$ cat config.mk
export PLATFORM = sky130hd
export DESIGN_NAME = pcc_config_space
export DESIGN_NICKNAME = d
export VERILOG_FILES = /design/src/common/pcc_pkg.sv /design/src/design/pcc_config_space.sv
export VERILOG_INCLUDE_DIRS = /design/src /design/src/common
export SDC_FILE = /design/constraint.sdc
export NUM_CORES = 2
export LEC_CHECK = 0
export BUFFER_PORTS_ARGS = -buffer_cell sky130_fd_sc_hd__buf_2
export CORE_ASPECT_RATIO = 1.1
export CORE_MARGIN = 2
export CORE_UTILIZATION = 45
export DETAILED_ROUTE_END_ITERATION = 12
export GPL_ROUTABILITY_DRIVEN = 1
export SYNTH_ARGS = -nofsm -noshare
export SYNTH_HDL_FRONTEND = slang
export SYNTH_SLANG_ARGS = --single-unit
$ cat constraint.sdc
create_clock -name REF_CLK -period 10.8 [get_ports REF_CLK]
set_input_delay 0 -clock REF_CLK [delete_from_list [all_inputs] [get_ports REF_CLK]]
set_output_delay 0 -clock REF_CLK [all_outputs]
set_load 0.005 [all_outputs]
$ cat src/common/pcc_regs.svh
`ifndef PCC_REGS_SVH
`define PCC_REGS_SVH
// Overview of operation
// - card information store sits in attribute space 000h up to 3FFh.
// - only even bytes exist; an odd address reaches the even byte below it.
// - store answers only while the function select pin is low.
// - store writes refused unless unlocked; unlock clears on card reset.
// - host I/O cycles ignored until the option register is configured.
// - option register decodes at 400h plus 20h times the function number.
// - soft reset bit 7 resets selected registers and stays set until cleared.
// - store writes accepted only with unlock bit 5 high and index bits 2:0 zero.
// - index field is bits 4:0; bit 0 enables the I/O target.
// - index bit 1 clear: decode by card enable and A2:0; set: base registers qualify.
// - index bit 2 gates the interrupt request to the host.
// - memory-mapped mode: uart registers also in common memory from 0h.
// - configuration registers also in common memory from 400h, same spacing.
// - activity output is driven low during each strobe accessing a uart register.
// - function select pin chooses the per-function configuration offset.
`define PCC_EE_TOP 11'h3ff
`define PCC_COR_OFS 11'h400
`define PCC_FN_STRIDE 11'h020
`define PCC_BASE_LO_OFS 11'h40a
`define PCC_BASE_HI_OFS 11'h40c
`define PCC_CM_CCR_OFS 11'h400
`define PCC_COR_SRST 7
`define PCC_COR_EEPROM_WRITE_UNLOCK 5
`define PCC_COR_TGT 0
`define PCC_COR_BASE 1
`define PCC_COR_IRQ 2
`define PCC_COR_WMASK 8'hbf
`define PCC_RST_VAL 8'h00
`define PCC_CLK_MHZ 25
`define PCC_EE_PROG_US 1000
`endif

$ cat src/common/pcc_pkg.sv
package pcc_pkg;
  typedef enum logic [0:0] {
    PCC_EE_IDLE = 1'b0,
    PCC_EE_BUSY = 1'b1
  } pcc_ee_state_t;
endpackage : pcc_pkg

$ cat src/design/pcc_config_space.sv
`timescale 1ns/1ns
`include "pcc_regs.svh"
module pcc_config_space #(
  parameter int EE_PROG_CYC = `PCC_EE_PROG_US * `PCC_CLK_MHZ,
  parameter bit MEM_MAP_EN = 1'b1
) (
  // clock and reset
  input wire logic REF_CLK,
  input wire logic RST_N,
  // host bus pins
  input wire logic [10:0] HOST_A,
  input wire logic [7:0] HOST_D_IN,
  output logic [7:0] HOST_D_OUT,
  output logic HOST_D_OE,
  input wire logic CE1_N,
  input wire logic OE_N,
  input wire logic WE_N,
  input wire logic IORD_N,
  input wire logic IOWR_N,
  input wire logic REG_N,
  input wire logic FUNCTION_SELECT_PIN,
  output logic HOST_IRQ_N,
  // activity output, open drain
  output logic ACTIVITY_LED_N_OUT,
  output logic ACTIVITY_LED_N_OE,
  // uart register port
  output logic [2:0] UART_ADDR,
  output logic [7:0] UART_WDATA,
  output logic UART_RD_STB,
  output logic UART_WR_STB,
  input wire logic [7:0] UART_RDATA,
  input wire logic UART_IRQ,
  // configuration state
  output logic SOFT_RESET
);
  ////////////////////////////////////////////////////////////////////////////
  // pin synchronisers: {fn, reg, iowr, iord, we, oe, ce, d, a}
  localparam int SW = 26;
  localparam logic [15:0] PROG_CYC = 16'(EE_PROG_CYC);
  logic [SW-1:0] pins, sync1_ff, sync2_ff, prev_ff;
  assign pins = {FUNCTION_SELECT_PIN, REG_N, IOWR_N, IORD_N, WE_N, OE_N, CE1_N, HOST_D_IN, HOST_A};
  // first stage feeds only the second; prev_ff gives edges on clean values
  always_ff @(posedge REF_CLK or negedge RST_N) begin
    if (!RST_N) begin
      // idle levels: strobes high, function pin low, so no false edge after reset
      sync1_ff <= {1'b0, 6'h3f, 19'h00000};
      sync2_ff <= {1'b0, 6'h3f, 19'h00000};
      prev_ff <= {1'b0, 6'h3f, 19'h00000};
    end else begin
      sync1_ff <= pins;
      sync2_ff <= sync1_ff;
      prev_ff <= sync2_ff;
    end
  end
  logic [10:0] a, pa;
  logic [7:0] pd;
  logic ce, oe, we, iord, iowr, attr, fn, pce, pwe, piowr, pattr, pfn;
  assign a = sync2_ff[10:0];
  assign ce = ~sync2_ff[19];
  assign oe = ~sync2_ff[20];
  assign we = ~sync2_ff[21];
  assign iord = ~sync2_ff[22];
  assign iowr = ~sync2_ff[23];
  assign attr = ~sync2_ff[24];
  assign fn = sync2_ff[25];
  assign pa = prev_ff[10:0];
  assign pd = prev_ff[18:11];
  assign pce = ~prev_ff[19];
  assign pwe = ~prev_ff[21];
  assign piowr = ~prev_ff[23];
  assign pattr = ~prev_ff[24];
  assign pfn = prev_ff[25];

  ////////////////////////////////////////////////////////////////////////////
  // address decode helpers
  function automatic logic [10:0] ccr_ofs(input logic [10:0] base, input logic f);
    ccr_ofs = base + (f ? `PCC_FN_STRIDE : 11'h000);
  endfunction : ccr_ofs
  logic [7:0] cor_ff, nxt_cor, base_lo_ff, nxt_base_lo, base_hi_ff, nxt_base_hi;
  logic [7:0] io_base;
  logic ee_unlocked;
  assign io_base = {base_lo_ff[7:3], base_hi_ff[2:0]};
  assign ee_unlocked = cor_ff[`PCC_COR_EEPROM_WRITE_UNLOCK] & (cor_ff[2:0] == 3'h0);
  // config regs reachable in attribute space, or common space when mem mapped
  function automatic logic cfg_space(input logic is_attr);
    cfg_space = is_attr | MEM_MAP_EN;
  endfunction : cfg_space
  // uart hit for an I/O cycle or a memory-mapped common cycle
  function automatic logic uart_hit(input logic [10:0] ad, input logic is_io, input logic is_attr);
    logic base_ok;
    base_ok = !cor_ff[`PCC_COR_BASE] || (ad[10:3] == io_base);
    if (is_io)
      uart_hit = is_attr && cor_ff[`PCC_COR_TGT] && base_ok;
    else
      uart_hit = MEM_MAP_EN && !is_attr && (ad[10:3] == 8'h00);
  endfunction : uart_hit

  ////////////////////////////////////////////////////////////////////////////
  // store: even bytes only, address bit 0 ignored
  logic [7:0] ee_mem [0:511];
  logic [8:0] ee_idx, pee_idx;
  logic ee_hit, pee_wr;
  assign ee_idx = a[9:1];
  assign pee_idx = pa[9:1];
  assign ee_hit = attr && !fn && (a <= `PCC_EE_TOP);
  assign pee_wr = pce && pwe && !we && pattr && !pfn && (pa <= `PCC_EE_TOP);
  pcc_pkg::pcc_ee_state_t ee_st_ff, nxt_ee_st;
  logic [15:0] ee_cnt_ff, nxt_ee_cnt;
  logic [8:0] ee_tidx_ff, nxt_ee_tidx;
  logic [7:0] ee_tdat_ff, nxt_ee_tdat;
  logic ee_commit;
  // an unlocked write while idle starts a program cycle; reads of it poll until the byte lands
  always_comb begin
    nxt_ee_st = ee_st_ff;
    nxt_ee_cnt = ee_cnt_ff;
    nxt_ee_tidx = ee_tidx_ff;
    nxt_ee_tdat = ee_tdat_ff;
    ee_commit = 1'b0;
    case (ee_st_ff)
      pcc_pkg::PCC_EE_IDLE: begin
        if (pee_wr && ee_unlocked) begin
          nxt_ee_st = pcc_pkg::PCC_EE_BUSY;
          nxt_ee_cnt = PROG_CYC;
          nxt_ee_tidx = pee_idx;
          nxt_ee_tdat = pd;
        end
      end
      pcc_pkg::PCC_EE_BUSY: begin
        if (ee_cnt_ff <= 16'h0001) begin
          nxt_ee_st = pcc_pkg::PCC_EE_IDLE;
          nxt_ee_cnt = 16'h0000;
          ee_commit = 1'b1;
        end else begin
          nxt_ee_cnt = ee_cnt_ff - 16'h0001;
        end
      end
      default: nxt_ee_st = pcc_pkg::PCC_EE_IDLE;
    endcase
  end
  always_ff @(posedge REF_CLK or negedge RST_N) begin
    if (!RST_N) begin
      ee_st_ff <= pcc_pkg::PCC_EE_IDLE;
      ee_cnt_ff <= 16'h0000;
      ee_tidx_ff <= 9'h000;
      ee_tdat_ff <= 8'h00;
    end else begin
      ee_st_ff <= nxt_ee_st;
      ee_cnt_ff <= nxt_ee_cnt;
      ee_tidx_ff <= nxt_ee_tidx;
      ee_tdat_ff <= nxt_ee_tdat;
    end
  end
  // nonvolatile array, no reset by nature
  always_ff @(posedge REF_CLK) begin
    if (ee_commit)
      ee_mem[ee_tidx_ff] <= ee_tdat_ff;
  end

  ////////////////////////////////////////////////////////////////////////////
  // configuration registers; writes land at the end of the write strobe
  logic pcfg_wr;
  assign pcfg_wr = pce && pwe && !we && cfg_space(pattr);
  always_comb begin
    nxt_cor = cor_ff;
    nxt_base_lo = base_lo_ff;
    nxt_base_hi = base_hi_ff;
    if (pcfg_wr && pa == ccr_ofs(`PCC_COR_OFS, pfn))
      nxt_cor = pd & `PCC_COR_WMASK;
    if (pcfg_wr && pa == ccr_ofs(`PCC_BASE_LO_OFS, pfn))
      nxt_base_lo = pd;
    if (pcfg_wr && pa == ccr_ofs(`PCC_BASE_HI_OFS, pfn))
      nxt_base_hi = pd;
    // soft reset holds the other fields cleared while it stays set
    if (nxt_cor[`PCC_COR_SRST]) begin
      nxt_cor = 8'h80;
      nxt_base_lo = `PCC_RST_VAL;
      nxt_base_hi = `PCC_RST_VAL;
    end
  end
  always_ff @(posedge REF_CLK or negedge RST_N) begin
    if (!RST_N) begin
      cor_ff <= `PCC_RST_VAL;
      base_lo_ff <= `PCC_RST_VAL;
      base_hi_ff <= `PCC_RST_VAL;
    end else begin
      cor_ff <= nxt_cor;
      base_lo_ff <= nxt_base_lo;
      base_hi_ff <= nxt_base_hi;
    end
  end
  assign SOFT_RESET = cor_ff[`PCC_COR_SRST];

  ////////////////////////////////////////////////////////////////////////////
  // uart access, read data and activity indicator
  logic io_rd_hit, io_wr_hit, mm_rd_hit, mm_wr_hit, rd_act, uart_act;
  assign io_rd_hit = ce && iord && uart_hit(a, 1'b1, attr);
  assign io_wr_hit = ce && iowr && uart_hit(a, 1'b1, attr);
  assign mm_rd_hit = ce && oe && uart_hit(a, 1'b0, attr);
  assign mm_wr_hit = ce && we && uart_hit(a, 1'b0, attr);
  assign uart_act = io_rd_hit || io_wr_hit || mm_rd_hit || mm_wr_hit;
  // drive only when something answers; function 1 leaves the store to function 0
  assign rd_act = io_rd_hit || mm_rd_hit ||
                  (ce && oe && (ee_hit || (cfg_space(attr) && a > `PCC_EE_TOP)));
  logic [7:0] rdat, dout_ff, uwd_ff;
  logic doe_ff, led_ff, urd_ff, uwr_ff, uact_ff, irq_n_ff;
  logic [2:0] uad_ff;
  always_comb begin
    rdat = 8'h00;
    if (io_rd_hit || mm_rd_hit)
      rdat = UART_RDATA;
    else if (ee_hit && ee_st_ff == pcc_pkg::PCC_EE_BUSY && ee_idx == ee_tidx_ff)
      rdat = ~ee_tdat_ff; // poll mismatch until programming ends
    else if (ee_hit)
      rdat = ee_mem[ee_idx];
    else if (cfg_space(attr) && a == ccr_ofs(`PCC_COR_OFS, fn))
      rdat = cor_ff;
    else if (cfg_space(attr) && a == ccr_ofs(`PCC_BASE_LO_OFS, fn))
      rdat = base_lo_ff;
    else if (cfg_space(attr) && a == ccr_ofs(`PCC_BASE_HI_OFS, fn))
      rdat = base_hi_ff;
  end
  // outputs registered; strobes are one-cycle pulses on entry / exit
  always_ff @(posedge REF_CLK or negedge RST_N) begin
    if (!RST_N) begin
      dout_ff <= 8'h00;
      doe_ff <= 1'b0;
      led_ff <= 1'b0;
      uad_ff <= 3'h0;
      uwd_ff <= 8'h00;
      urd_ff <= 1'b0;
      uwr_ff <= 1'b0;
      uact_ff <= 1'b0;
      irq_n_ff <= 1'b1;
    end else begin
      dout_ff <= rdat;
      doe_ff <= rd_act;
      led_ff <= uart_act;
      uact_ff <= uart_act;
      if (uart_act)
        uad_ff <= a[2:0];
      urd_ff <= (io_rd_hit || mm_rd_hit) && !uact_ff;
      uwr_ff <= uact_ff && !uart_act && (piowr || pwe);
      if (uact_ff && !uart_act)
        uwd_ff <= pd;
      irq_n_ff <= !(UART_IRQ && cor_ff[`PCC_COR_IRQ]);
    end
  end
  assign HOST_D_OUT = dout_ff;
  assign HOST_D_OE = doe_ff;
  assign ACTIVITY_LED_N_OUT = 1'b0;
  assign ACTIVITY_LED_N_OE = led_ff;
  assign UART_ADDR = uad_ff;
  assign UART_WDATA = uwd_ff;
  assign UART_RD_STB = urd_ff;
  assign UART_WR_STB = uwr_ff;
  assign HOST_IRQ_N = irq_n_ff;
endmodule : pcc_config_space

==> results.toml <==
[run_status]
outcome = "finished with violations"
failed_checks = "max-capacitance violations, max-slew violations"

[routing]
drt_wl_total_mm = 480
dr_total_vias = 87400
ant_nets = 0
drt_iter0_drc = 12700
drt-vias-per-instance = 6.32
drc_errors = 0
wl_per_cell_um = 34.7
firstDrtPassIters = 6

[worst_setup_path]
arrival_ns = 6.86
worstSetupPathType = "flop to flop"
cp.required_ns = 11.64
rrSetupSlack_ns = 4.78
cp_max_fo = 43
start_kind = "flop"
worst_setup_path_end_kind = "flop"
ff2ff_path_depth = 11

[layout]
nNetsFinal = 8682
drive_above_1_share_pct = 18.7
area_delta_synth_final_pct = 11.6
fin_util_pct = 50.4

[die]
die_w_um = 584
core_area_mm2 = 0.369
die_area_mm2 = 0.375
die_h_um = 642
rows = 234
io_pins = 63
start_util_pct = 45.2

[synthesis]
yosysMostFrequentCell = "edfxtp_1"
ys_seq_area_share_pct = 76.3
ys_types = 82
synth_area_leaders = "edfxtp_1 (74%), mux4_2 (9.0%), mux2i_1 (4.5%), dfrtp_1 (2.1%), o221ai_1 (1.7%)"
syn_avg_cell_area_um2 = 19.7
synth_top_cell_by_area = "edfxtp_1"
synthArstFlopShare_pct = 3.69
synth_top_area_share_pct = 73.9
synth-seq-cells = 4253
synth_commonest_cells = "edfxtp_1 (4,096), mux2i_1 (741), mux4_2 (666)"
netlist_area_mm2 = 0.166
syn_nets = 8498
synth_edf_count = 4096
synthFlopType = "edfxtp_1"
yosysWarnings = 0
synth_cells = 8459

[sta]
tightest_slew_ns = 1.69
finalHoldViolCount = 0
fmax_mhz = 166
rsz0062_at_grt = "no"
setup_tns_ns = 0
min_period_ns = 6.02
slew_headroom_pct = -12.6
slew_violations = 128
period_share_pct = 55.7
setup_viol = 0
clock_skew_ns = 0.0547

[global_routing]
grt_pass1_vias = 85800
grt-ovfl-total = 0
grt_use_total_pct = 25.3
antenna_found_initial = 30
grt_max_degree = 190
grt_pass1_wl_mm = 673

[placed_design]
io_buffers = 61
hpwl_mm = 281
gp_congestion = 0.869

[clocking]
htreeDepth = 5
cts_buffer_depth = 4
cts_buffers = 410
cts_sinks = 4253
cts_tree = "yes"
clockRootBuffer = "clkbuf_16"
clock_latency_ns = 0.94
path_clk_slew_ns = 0.06

[hold_path]
hp-class = "primary input to flop"
whs_path_depth = 4

[power_and_ir_drop]
power.density_mw_per_mm2 = 181
power_mw = 33.7
p_leak_nw = 69.3
ir_drop_mv = 0.134

[flow_run]
cap_violations = 2
-- path summary, 6_finish.rpt --
check	from	to
worst max-delay path	sync2_ff[1]	HOST_D_OUT[0]
worst min-delay path	UART_RDATA[7]	HOST_D_OUT[7]
worst max register to register	sync2_ff[1]	HOST_D_OUT[0]
worst min register to register	sync2_ff[11]	prev_ff[11]
max in group asynchronous	RST_N	sync2_ff[2]
min in group asynchronous	RST_N	ee_cnt_ff[7]
-- cell usage in the layout (no fill, tap or decap), types with 15 or more instances in the layout --
cell / n
a211oi_1: 26
a21oi_1: 274
a221oi_1: 17
a22oi_1: 44
and2_1: 28
buf_12: 21
buf_2: 60
buf_4: 158
bufinv_16: 61
clkbuf_1: 68
clkbuf_16: 418
clkbuf_8: 15
clkinv_1: 65
clkinv_2: 73
clkinvlp_4: 21
dfrtp_1: 125
dfstp_2: 17
dlygate4sd3_1: 66
edfxtp_1: 4096
mux2_2: 60
mux2i_1: 741
mux4_1: 20
mux4_2: 666
nand2_1: 180
nand3_1: 50
nor2_1: 610
nor3_1: 83
o21ai_0: 110
o221ai_1: 328
o22ai_1: 122
o31ai_1: 20
o32ai_1: 18
-- cell type report --
type	count	area, um2
clock inverter	239	2860
fill	29100	183000
tap	4838	6050
multi-input combinational	3654	36200
timing repair buffer	308	2620
sequential	4253	127000
clock buffer	503	10900
antenna	14	35.0
inverter	16	76.3
-- flip-flops by register name (all words and copies together) (netlist names), 3 cells and up --
signal	flops
ee_tidx_ff	9
sync2_ff	26
UART_WDATA	8
UART_ADDR	3
cor_ff	7
ee_cnt_ff	16
ee_tdat_ff	8
sync1_ff	26
base_hi_ff	8
ee_mem	4096
prev_ff	24
HOST_D_OUT	8
base_lo_ff	8
-- metal layers --
| metal | vias to the layer above | GRT usage, % | wire, um |
|---|---|---|---|
| met4 | 10 | 8.93 | 18700 |
| met5 | - | 0 | 49 |
| met3 | 850 | 5.34 | 49600 |
| li1 | 35300 | - | - |
| met1 | 46200 | 35.6 | 188000 |
| met2 | 5064 | 39.2 | 224000 |
-- critical path, cell delays in order, from the launching register on --
cell and delay, ns:
dfrtp_4 0.78, buf_4 0.51, buf_4 0.75, buf_4 0.70
mux2i_1 0.19, o221ai_1 0.40, a21oi_1 0.14, o31ai_1 1.09
nand3_1 0.47, nand3_1 0.24, nand3_1 0.31, a22oi_1 0.25
-- where the power goes --
group	switching (mW)	internal, mW	total (mW)
clock	6.17	8.65	14.8
sequential	0.0342	17.8	17.9
combinational	0.737	0.311	1.05
total	6.94	26.8	33.7
-- metrics by stage --
stage                     area, um2  hold slack [ns]  cells  setup slack (ns)
final                        186000           0.0893  13800              4.78
after global routing         186000            0.114  13800              4.65
after CTS                    186000          0.00524  13800              5.04
after detailed placement     171000            0.111  13000              5.07
after global placement       171000            0.111  13000              5.00
after floorplan              166000           -0.296   8459              3.32
-- timing repair --
item                      4_1_cts  5_1_grt
hold buffers                   67        0
resized for setup               0        0
hold endpoints to repair      115        0
buffers inserted                0        0
-- kinds of logic (layout without fill, tap and decap cells) --
logic type | count (synthesis) | in the layout | share of synthesized area [%]
flops | 4253 | 4253 | 76.3
mux | 1487 | 1487 | 14.2
compound gates | 1079 | 1079 | 4.54
simple gates | 1066 | 1066 | 2.71
buf+inv | 552 | 1066 | 2.17
xor+xnor | 19 | 19 | 0.100
fa+ha+maj | 2 | 2 | 0.0150
other cells | 1 | 15 | 0.00225
No activity file was read; power rests on OpenSTA's default activity.
